**src/rtl/transient_detect_map.vh**
```
// Register map, field positions, reset values and timing constants of the transient detector
`ifndef TRANSIENT_DETECT_MAP_VH
`define TRANSIENT_DETECT_MAP_VH
// Register indices; byte address is four times the index
`define REG_IDX_CONFIG        8'h1d
`define REG_IDX_SOURCE        8'h1e
`define REG_IDX_THRESHOLD     8'h1f
`define REG_IDX_DEBOUNCE      8'h20
`define REG_IDX_SAMPLE_MODE   8'h21
// Configuration fields
`define CFG_FILTER_BYPASS     0
`define CFG_X_ENABLE          1
`define CFG_Y_ENABLE          2
`define CFG_Z_ENABLE          3
`define CFG_LATCH_ENABLE      4
`define CFG_WRITE_MASK        8'h1f
// Source fields
`define SRC_X_POL             0
`define SRC_X_EVENT           1
`define SRC_Y_POL             2
`define SRC_Y_EVENT           3
`define SRC_Z_POL             4
`define SRC_Z_EVENT           5
`define SRC_ACTIVE            6
// Threshold fields
`define THS_DEBOUNCE_MODE     7
// Sample mode register fields: rate code [2:0], oversampling [4:3], low noise [5]
`define SMODE_LOW_NOISE       5
`define SMODE_WRITE_MASK      8'h3f
// Reset values
`define RESET_BYTE            8'h00
// Oversampling mode codes
`define OSM_NORMAL            2'h0
`define OSM_LOW_POWER_LOW_NOISE_OVERSAMPLING              2'h1
`define OSM_HIGH_RESOLUTION_OVERSAMPLING           2'h2
`define OSM_LP                2'h3
// Debounce step times in microseconds
`define STEP_1250_US          1250
`define STEP_2500_US          2500
`define STEP_5000_US          5000
`define STEP_10000_US         10000
`define STEP_20000_US         20000
`define STEP_80000_US         80000
`define STEP_160000_US        160000
// Clock in MHz; cycles = microseconds times MHz
`define CLK_MHZ               10
// Largest threshold count with low noise set (4 g at 0.063 g per count)
`define THS_LOW_NOISE_MAX     7'h3f
`endif

```
**src/rtl/transient_accel_detector.v**
```verilog
// Transient acceleration detector with AXI4-Lite register slave
`timescale 1ns/10ps
`include "transient_detect_map.vh"

module transient_accel_detector (
  input  wire        ref_clk_in,          // System clock, 10 MHz
  input  wire        reset_in,            // Synchronous reset, active high
  input  wire [11:0] x_filtered_in,       // High-pass X sample, signed 8 g scale
  input  wire [11:0] y_filtered_in,       // High-pass Y sample
  input  wire [11:0] z_filtered_in,       // High-pass Z sample
  input  wire [11:0] x_raw_in,            // Unfiltered X sample
  input  wire [11:0] y_raw_in,            // Unfiltered Y sample
  input  wire [11:0] z_raw_in,            // Unfiltered Z sample
  input  wire        int_enable_in,       // Transient interrupt enabled
  input  wire [7:0]  s_axi_awaddr,        // Write address
  input  wire        s_axi_awvalid,       // Write address valid
  output wire        s_axi_awready,       // Write address ready
  input  wire [31:0] s_axi_wdata,         // Write data
  input  wire [3:0]  s_axi_wstrb,         // Write strobes
  input  wire        s_axi_wvalid,        // Write data valid
  output wire        s_axi_wready,        // Write data ready
  output reg  [1:0]  s_axi_bresp,         // Write response
  output reg         s_axi_bvalid,        // Write response valid
  input  wire        s_axi_bready,        // Write response ready
  input  wire [7:0]  s_axi_araddr,        // Read address
  input  wire        s_axi_arvalid,       // Read address valid
  output wire        s_axi_arready,       // Read address ready
  output reg  [31:0] s_axi_rdata,         // Read data
  output reg  [1:0]  s_axi_rresp,         // Read response
  output reg         s_axi_rvalid,        // Read data valid
  input  wire        s_axi_rready,        // Read data ready
  output wire        transient_int_out,   // Pending transient interrupt
  output wire        sample_strobe_out    // Debounce step tick
);

  // Register state
  reg  [7:0]  config_q;                    // Configuration register
  reg  [7:0]  source_q;                    // Source register
  reg  [7:0]  threshold_q;                 // Threshold and debounce mode
  reg  [7:0]  debounce_count_q;            // Debounce target count
  reg  [7:0]  sample_mode_q;               // Rate, oversampling, low noise
  reg  [7:0]  axis_counter_q [0:2];        // Per-axis debounce counters
  reg  [2:0]  detect_q;                    // Debounced detection per axis
  reg  [2:0]  sign_q;                      // Sign at detection per axis
  reg  [20:0] step_timer_q;                // Step period counter
  reg         int_pending_q;               // Interrupt pending
  reg         update_q;                    // Detection state fresh from a step tick
  reg         aw_held_q;                   // Write address captured
  reg         w_held_q;                    // Write data captured
  reg  [7:0]  aw_addr_q;                   // Captured write address
  reg  [31:0] w_data_q;                    // Captured write data
  reg  [3:0]  w_strb_q;                    // Captured write strobes

  // Combinational helpers
  wire [11:0] sample_x;                    // Selected X sample
  wire [11:0] sample_y;                    // Selected Y sample
  wire [11:0] sample_z;                    // Selected Z sample
  wire [6:0]  threshold_eff;               // Threshold after low-noise clamp
  wire [2:0]  match;                       // Per-axis comparison result
  wire [2:0]  axis_enable;                 // Per-axis enables
  wire [20:0] step_cycles;                 // Current step length in cycles
  wire        step_tick;                   // One cycle per debounce step
  wire        write_fire;                  // Write performed this cycle
  wire        read_fire;                   // Read taken this cycle
  wire        source_read;                 // Read of the source register
  reg  [7:0]  source_d;                    // Next source value
  reg  [7:0]  read_byte;                   // Read mux result

  // Unsigned magnitude of a signed sample, saturating the most negative
  function [10:0] magnitude;
    input [11:0] s;
    reg   [11:0] n;
    begin
      n = ~s + 12'h001;
      if (!s[11]) begin
        magnitude = s[10:0];
      end else if (n[11]) begin
        magnitude = 11'h7ff;
      end else begin
        magnitude = n[10:0];
      end
    end
  endfunction

  // Compare magnitude against threshold; count is 1/128 of full 8 g sample scale
  function is_over;
    input [11:0] s;
    input [6:0]  t;
    begin
      is_over = (magnitude(s) > {t, 4'h0});
    end
  endfunction

  // Microseconds to cycles at the system clock
  function [20:0] us_to_cycles;
    input [31:0] us;
    reg   [31:0] c;
    begin
      c = us * `CLK_MHZ;
      us_to_cycles = c[20:0];
    end
  endfunction

  // Choose filtered or raw data
  assign sample_x = config_q[`CFG_FILTER_BYPASS] ? x_raw_in : x_filtered_in;
  assign sample_y = config_q[`CFG_FILTER_BYPASS] ? y_raw_in : y_filtered_in;
  assign sample_z = config_q[`CFG_FILTER_BYPASS] ? z_raw_in : z_filtered_in;

  // Low-noise mode clamps reachable threshold to 4 g
  assign threshold_eff = (sample_mode_q[`SMODE_LOW_NOISE] && threshold_q[6:0] > `THS_LOW_NOISE_MAX) ?
                         `THS_LOW_NOISE_MAX : threshold_q[6:0];

  assign match = {is_over(sample_z, threshold_eff), is_over(sample_y, threshold_eff),
                  is_over(sample_x, threshold_eff)};
  assign axis_enable = {config_q[`CFG_Z_ENABLE], config_q[`CFG_Y_ENABLE], config_q[`CFG_X_ENABLE]};

  // Step length from rate code (0 = 800 Hz .. 7 = 1.56 Hz) and oversampling mode
  assign step_cycles =
    (sample_mode_q[2:0] == 3'h0) ? us_to_cycles(`STEP_1250_US) :
    (sample_mode_q[2:0] == 3'h1) ? us_to_cycles(`STEP_2500_US) :
    (sample_mode_q[4:3] == `OSM_HIGH_RESOLUTION_OVERSAMPLING) ? us_to_cycles(`STEP_2500_US) :
    (sample_mode_q[2:0] == 3'h2) ? us_to_cycles(`STEP_5000_US) :
    (sample_mode_q[2:0] == 3'h3) ? us_to_cycles(`STEP_10000_US) :
    (sample_mode_q[2:0] == 3'h4 || sample_mode_q[4:3] == `OSM_NORMAL) ? us_to_cycles(`STEP_20000_US) :
    (sample_mode_q[4:3] == `OSM_LOW_POWER_LOW_NOISE_OVERSAMPLING || sample_mode_q[2:0] == 3'h5) ? us_to_cycles(`STEP_80000_US) :
    us_to_cycles(`STEP_160000_US);

  assign step_tick = (step_timer_q >= step_cycles - 21'h00_0001);
  assign sample_strobe_out = step_tick;

  // Step timer
  always @(posedge ref_clk_in) begin
    if (reset_in) begin
      step_timer_q <= 21'h00_0000;
    end else if (step_tick) begin
      step_timer_q <= 21'h00_0000;
    end else begin
      step_timer_q <= step_timer_q + 21'h00_0001;
    end
  end

  // Per-axis debounce counters and detection state
  integer i;
  always @(posedge ref_clk_in) begin
    if (reset_in) begin
      for (i = 0; i < 3; i = i + 1) begin
        axis_counter_q[i] <= 8'h00;
      end
      detect_q <= 3'h0;
      sign_q   <= 3'h0;
    end else if (step_tick) begin
      for (i = 0; i < 3; i = i + 1) begin
        if (!axis_enable[i]) begin
          // Disabled axis clears its counter and detection; sign_q keeps its value
          axis_counter_q[i] <= 8'h00;
          detect_q[i]       <= 1'b0;
        end else if (match[i]) begin
          // Saturate at the programmed count
          if (axis_counter_q[i] < debounce_count_q) begin
            axis_counter_q[i] <= axis_counter_q[i] + 8'h01;
          end
          // Nine bits so a count saturated at 255 still detects
          detect_q[i] <= ({1'b0, axis_counter_q[i]} + 9'h001 >= {1'b0, debounce_count_q});
          sign_q[i]   <= (i == 0) ? sample_x[11] : (i == 1) ? sample_y[11] : sample_z[11];
        end else begin
          detect_q[i] <= 1'b0;
          if (threshold_q[`THS_DEBOUNCE_MODE]) begin
            axis_counter_q[i] <= 8'h00;
          end else if (axis_counter_q[i] != 8'h00) begin
            axis_counter_q[i] <= axis_counter_q[i] - 8'h01;
          end
        end
      end
    end
  end

  // Marks the cycle after a step tick, when detection state is new
  always @(posedge ref_clk_in) begin
    if (reset_in) begin
      update_q <= 1'b0;
    end else begin
      update_q <= step_tick;
    end
  end

  // Next source value
  integer k;
  always @* begin
    source_d = source_q;
    if (config_q[`CFG_LATCH_ENABLE]) begin
      // Latched: only add events; polarity tracks new events
      for (k = 0; k < 3; k = k + 1) begin
        // Only a fresh step may latch, so a read is not undone next cycle
        if (update_q && detect_q[k] && axis_enable[k]) begin
          source_d[2*k+1] = 1'b1;
          source_d[2*k]   = sign_q[k];
        end
      end
    end else begin
      // Live: follow debounced state
      for (k = 0; k < 3; k = k + 1) begin
        source_d[2*k+1] = detect_q[k] & axis_enable[k];
        source_d[2*k]   = detect_q[k] & axis_enable[k] & sign_q[k];
      end
    end
    source_d[`SRC_ACTIVE] = source_d[`SRC_X_EVENT] | source_d[`SRC_Y_EVENT] | source_d[`SRC_Z_EVENT];
    source_d[7] = 1'b0;
  end

  // Source register and interrupt; clear on read (source only when latched), new event wins
  always @(posedge ref_clk_in) begin
    if (reset_in) begin
      source_q      <= `RESET_BYTE;
      int_pending_q <= 1'b0;
    end else begin
      if (source_read && (source_d == source_q || !config_q[`CFG_LATCH_ENABLE])) begin
        source_q <= config_q[`CFG_LATCH_ENABLE] ? `RESET_BYTE : source_d;
      end else begin
        source_q <= source_d;
      end
      if (source_d[`SRC_ACTIVE] && !source_q[`SRC_ACTIVE] && int_enable_in) begin
        int_pending_q <= 1'b1;
      end else if (source_read) begin
        int_pending_q <= 1'b0;
      end
    end
  end

  assign transient_int_out = int_pending_q;

  // AXI write channel capture, either order
  assign s_axi_awready = !aw_held_q && !s_axi_bvalid;
  assign s_axi_wready  = !w_held_q && !s_axi_bvalid;
  assign write_fire    = aw_held_q && w_held_q;

  always @(posedge ref_clk_in) begin
    if (reset_in) begin
      aw_held_q    <= 1'b0;
      w_held_q     <= 1'b0;
      aw_addr_q    <= 8'h00;
      w_data_q     <= 32'h0000_0000;
      w_strb_q     <= 4'h0;
      s_axi_bvalid <= 1'b0;
      s_axi_bresp  <= 2'h0;
    end else begin
      if (s_axi_awvalid && s_axi_awready) begin
        aw_held_q <= 1'b1;
        aw_addr_q <= s_axi_awaddr;
      end
      if (s_axi_wvalid && s_axi_wready) begin
        w_held_q <= 1'b1;
        w_data_q <= s_axi_wdata;
        w_strb_q <= s_axi_wstrb;
      end
      if (write_fire) begin
        aw_held_q    <= 1'b0;
        w_held_q     <= 1'b0;
        s_axi_bvalid <= 1'b1;
        // Unmapped addresses answer SLVERR
        s_axi_bresp  <= (aw_addr_q[7:2] >= `REG_IDX_CONFIG && aw_addr_q[7:2] <= `REG_IDX_SAMPLE_MODE) ?
                        2'h0 : 2'h2;
      end else if (s_axi_bready) begin
        s_axi_bvalid <= 1'b0;
      end
    end
  end

  // Writable registers; only the low byte lane matters
  always @(posedge ref_clk_in) begin
    if (reset_in) begin
      config_q         <= `RESET_BYTE;
      threshold_q      <= `RESET_BYTE;
      debounce_count_q <= `RESET_BYTE;
      sample_mode_q    <= `RESET_BYTE;
    end else if (write_fire && w_strb_q[0]) begin
      case (aw_addr_q[7:2])
        `REG_IDX_CONFIG:      config_q         <= w_data_q[7:0] & `CFG_WRITE_MASK;
        `REG_IDX_THRESHOLD:   threshold_q      <= w_data_q[7:0];
        `REG_IDX_DEBOUNCE:    debounce_count_q <= w_data_q[7:0];
        `REG_IDX_SAMPLE_MODE: sample_mode_q    <= w_data_q[7:0] & `SMODE_WRITE_MASK;
        default:              config_q         <= config_q;
      endcase
    end
  end

  // Read mux
  always @* begin
    case (s_axi_araddr[7:2])
      `REG_IDX_CONFIG:      read_byte = config_q;
      `REG_IDX_SOURCE:      read_byte = source_q;
      `REG_IDX_THRESHOLD:   read_byte = threshold_q;
      `REG_IDX_DEBOUNCE:    read_byte = debounce_count_q;
      `REG_IDX_SAMPLE_MODE: read_byte = sample_mode_q;
      default:              read_byte = 8'h00;
    endcase
  end

  assign s_axi_arready = !s_axi_rvalid;
  assign read_fire     = s_axi_arvalid && s_axi_arready;
  assign source_read   = read_fire && (s_axi_araddr[7:2] == `REG_IDX_SOURCE);

  // Read data channel
  always @(posedge ref_clk_in) begin
    if (reset_in) begin
      s_axi_rvalid <= 1'b0;
      s_axi_rdata  <= 32'h0000_0000;
      s_axi_rresp  <= 2'h0;
    end else if (read_fire) begin
      s_axi_rvalid <= 1'b1;
      s_axi_rdata  <= {24'h00_0000, read_byte};
      s_axi_rresp  <= (s_axi_araddr[7:2] >= `REG_IDX_CONFIG && s_axi_araddr[7:2] <= `REG_IDX_SAMPLE_MODE) ?
                      2'h0 : 2'h2;
    end else if (s_axi_rready) begin
      s_axi_rvalid <= 1'b0;
    end
  end

endmodule // transient_accel_detector

```
**config.mk**
```make
export PLATFORM = sky130hd
export DESIGN_NAME = transient_accel_detector
export DESIGN_NICKNAME = d
export VERILOG_FILES = /design/src/rtl/transient_accel_detector.v
export VERILOG_INCLUDE_DIRS = /design/src /design/src/rtl
export SDC_FILE = /design/constraint.sdc
export NUM_CORES = 1
export LEC_CHECK = 0
export BUFFER_PORTS_ARGS = -buffer_cell sky130_fd_sc_hd__buf_2
export CAP_MARGIN = 20
export CORE_ASPECT_RATIO = 0.75
export CORE_MARGIN = 2
export CORE_UTILIZATION = 30
export DETAILED_ROUTE_END_ITERATION = 16
export PLACE_DENSITY = 0.57
export REMOVE_ABC_BUFFERS = 1
export SETUP_SLACK_MARGIN = 0.5
export SLEW_MARGIN = 20
export SYNTH_ARGS = -nofsm -noshare
export SYNTH_HDL_FRONTEND = slang
export SYNTH_SLANG_ARGS = --single-unit
```
**constraint.sdc**
```tcl
create_clock -name ref_clk_in -period 5.5 [get_ports ref_clk_in]
set_input_delay 1.1 -clock ref_clk_in [delete_from_list [all_inputs] [get_ports ref_clk_in]]
set_output_delay 1.1 -clock ref_clk_in [all_outputs]
set_load 0.01 [all_outputs]
```
==> flow_summary_export.csv <==
group,metric,value,unit
routing,route.antenna.remaining_nets,0,
floorplanning,start_util,30.4,%
power_and_ir_drop,p_leak,4.59,nW
routing,firstDrtPassIters,5,
layout,fillerInstances,3364,
sta,fin_crit,4760,ps
hold_path,min_from,"s_axi_rdata[4]",
logic_synthesis,avgSynthCellArea,8.22,um2
cts,cts_sinks,116,
sta,whs,453,ps
place,placed_area,10600,um2
power_and_ir_drop,p_total,2.39,mW
power_and_ir_drop,vdd_ir_drop_max,0.000178,V
sta,clock_skew,11.6,ps
run_status,outcome,"finished clean",
cts,cts_tree,"done",
cts,htreeDepth,4,
logic_synthesis,synth.yosys.seq_area_share,26.1,%
logic_synthesis,synth_top_area_share,18.7,%
place,port_buffers,117,
sta,slew_violations,0,
job,cap_violations,0,
logic_synthesis,synth_area_leaders,"dfxtp_1 (19%), ha_1 (13%), mux2i_1 (7.3%), edfxtp_1 (7.3%), nor2_1 (5.8%)",
routing,vias,8789,
sta,fmax,210,MHz
routing,dr.first_iter.drc_count,416,
floorplanning,die_h,161,um
sta,maxSlewHeadroom,29.8,%
grt,grt_pass1_vias,8122,
layout,diodes,0,
sta,fin_crit_sh,86.5,%
critical_path,worstSetupPathType,"reg -> out",
logic_synthesis,synth_commonest_cells,"nor2_1 (151), ha_1 (102), nand2_1 (102), dfxtp_1 (92), a21oi_1 (78)",
critical_path,startpoint_type,"flip-flop",
logic_synthesis,ys_warn_count,0,
floorplanning,num_io_pins,175,
place,dp.final_hpwl,20500,um
logic_synthesis,synth.largest_area_cell,"dfxtp_1",
critical_path,r2r_end,"axis_counter_q[1][4]",
sta,rsz0062_at_grt,"false",
logic_synthesis,async_flop_share,0,%
critical_path,worstPathRequired,4400,ps
layout,final_cells,1741,
critical_path,cp-end-kind,"primary output",
routing,routed_wl,26400,um
layout,multi_input_area,6730,um2
sta,fin_setup_tns,0,ps
logic_synthesis,synthCells,1196,
cts,path_clk_slew,60,ps
grt,grt_pass1_wl,42600,um
grt,grt_use_total,15.6,%
layout,final_nets,1520,
critical_path,worst-path-max-fanout,11,
logic_synthesis,ys_seq_elements,116,
place,dpl.cell_count,1707,
grt,grt.overflow.total,0,
power_and_ir_drop,power_density,212,nW/um2
routing,drcViolationCount,0,
hold_path,hp-class,"reg -> reg",
critical_path,reg2reg_depth,13,
sta,timing.final.setup_violations,0,
layout,post-route-cell-area,11300,um2
floorplanning,std_cell_rows,57,
grt,grt_max_degree,62,
floorplanning,chipWidth,213,um
sta,tightest_slew,1040,ps
logic_synthesis,synth_edf_count,24,
sta,hold_viol_final,0,
routing,routedWlPerCell,15.2,um
critical_path,arrival,3660,ps
critical_path,rrSetupSlack,870,ps
floorplanning,die_area,34300,um2
cts,cts_buffers,17,
cts,root_buffer,"clkbuf_16",
hold_path,worstHoldEndpoint,"s_axi_rdata[4]",
layout,ff_latch_area,2560,um2
critical_path,r2r-start,"config_q[0]",
floorplanning,core-area,32300,um2
place,gp_congestion,0.874,
cts,clk_path_buf_depth,2,
logic_synthesis,synthFlopType,"dfxtp_1",
layout,drive_above_1_share,16.3,%
hold_path,hold_depth,2,
routing,via_per_inst,5.05,
cts,clock_latency,420,ps
grt,antenna_found_initial,0,
logic_synthesis,netlist_area,9830,um2
logic_synthesis,synth.most_common_cell,"nor2_1",
logic_synthesis,synth_cell_types,89,
layout,area_growth,14.4,%
[registers in the layout (all words and copies together) (netlist names), 3 cells and up]
name / flops
axis_counter_q: 24
config_q: 5
step_timer_q: 21
s_axi_rdata: 8
detect_q: 3
debounce_count_q: 8
sample_mode_q: 6
source_q: 7
sign_q: 3
aw_addr_q: 6
threshold_q: 8
w_data_q: 8
[per-layer routing]
metal | global-route usage, % | vias to the layer above | routed length (um)
met5 | 0 | - | 0
met4 | 3.18 | 0 | 207
met3 | 2.76 | 18 | 968
met2 | 23.9 | 163 | 11400
met1 | 22.8 | 4120 | 13800
li1 | - | 4488 | -
[how the worst max path moves through the flow]
stage	from	end	slack, ps	cells past startpoint
global placement	y_raw_in[0]	axis_counter_q[1][0]	350	14
finish	sample_mode_q[3]	sample_strobe_out	740	12
detailed placement	y_raw_in[0]	axis_counter_q[1][3]	320	14
floorplan	config_q[0]	axis_counter_q[1][0]	280	13
global route	sample_mode_q[3]	sample_strobe_out	530	12
CTS	sample_mode_q[3]	sample_strobe_out	630	12
[stage by stage]
| stage | setup WS, ps | util, % |
|---|---|---|
| after floorplan | 276 | - |
| after global placement | 349 | 32.9 |
| after detailed placement | 316 | 33.0 |
| after CTS | 627 | 34.8 |
| after global routing | 532 | 34.8 |
| final | 740 | 34.8 |
[final cells by class]
cell class | count | area share (%)
Inverter | 41 | 1.40
Multi-Input combinational cell | 984 | 59.8
Clock inverter | 14 | 1.30
Timing Repair Buffer | 126 | 5.87
Tap cell | 442 | 4.91
Clock buffer | 18 | 3.90
Sequential cell | 116 | 22.8
[layout by cell type, fill, tap and decap left out, drive strengths merged, types with 10 or more instances in the layout]
cell type,count
o21ai,52
nor2b,14
clkbuf,18
a211oi,16
nor3,35
dfxtp,92
xor2,30
edfxtp,24
inv,46
nor2,151
a21oi,78
a21o,10
ha,102
nand4,12
and3,18
mux2,10
a221oi,10
xnor2,28
conb,26
or2,10
nand2,103
mux2i,73
buf,126
nand2b,21
nand3,38
[worst max-delay path, stage by stage (launching register included)]
cell and delay (ps):
dfxtp_1 520, nor2_1 140, nor2_1 220, nand2_1 160, o21a_1 160, o21ai_0 180, ha_1 290, a21oi_1 160
a211oi_1 90, a2111oi_0 490, o221a_2 420, clkinvlp_4 210, buf_2 180
[report_power, final]
group / internal, mW / switching [mW] / total, mW
clock network: 0.682 / 0.439 / 1.12
logic: 0.142 / 0.188 / 0.330
registers: 0.895 / 0.0383 / 0.934
[kinds of logic (layout without fill, tap and decap cells)]
group	Yosys count	in the layout	synth area share, %
AO/OA/AOI/OAI	262	262	18.0
XOR/XNOR	58	58	5.17
adder cells (fa/ha/maj)	102	102	13.0
buffers and inverters	121	199	6.44
flip-flops	116	116	26.1
multiplexers	83	83	8.61
other	1	26	0.0381
AND/OR/NAND/NOR	453	453	22.7
[repair_timing]
| action | CTS | global route |
|---|---|---|
| hold buffers | 0 | 0 |
| setup buffers | 0 | 2 |
| gates resized for setup | 0 | 1 |
| endpoints found under the setup margin | 0 | 1 |
Note: power is estimated with default switching activity, not from simulation.
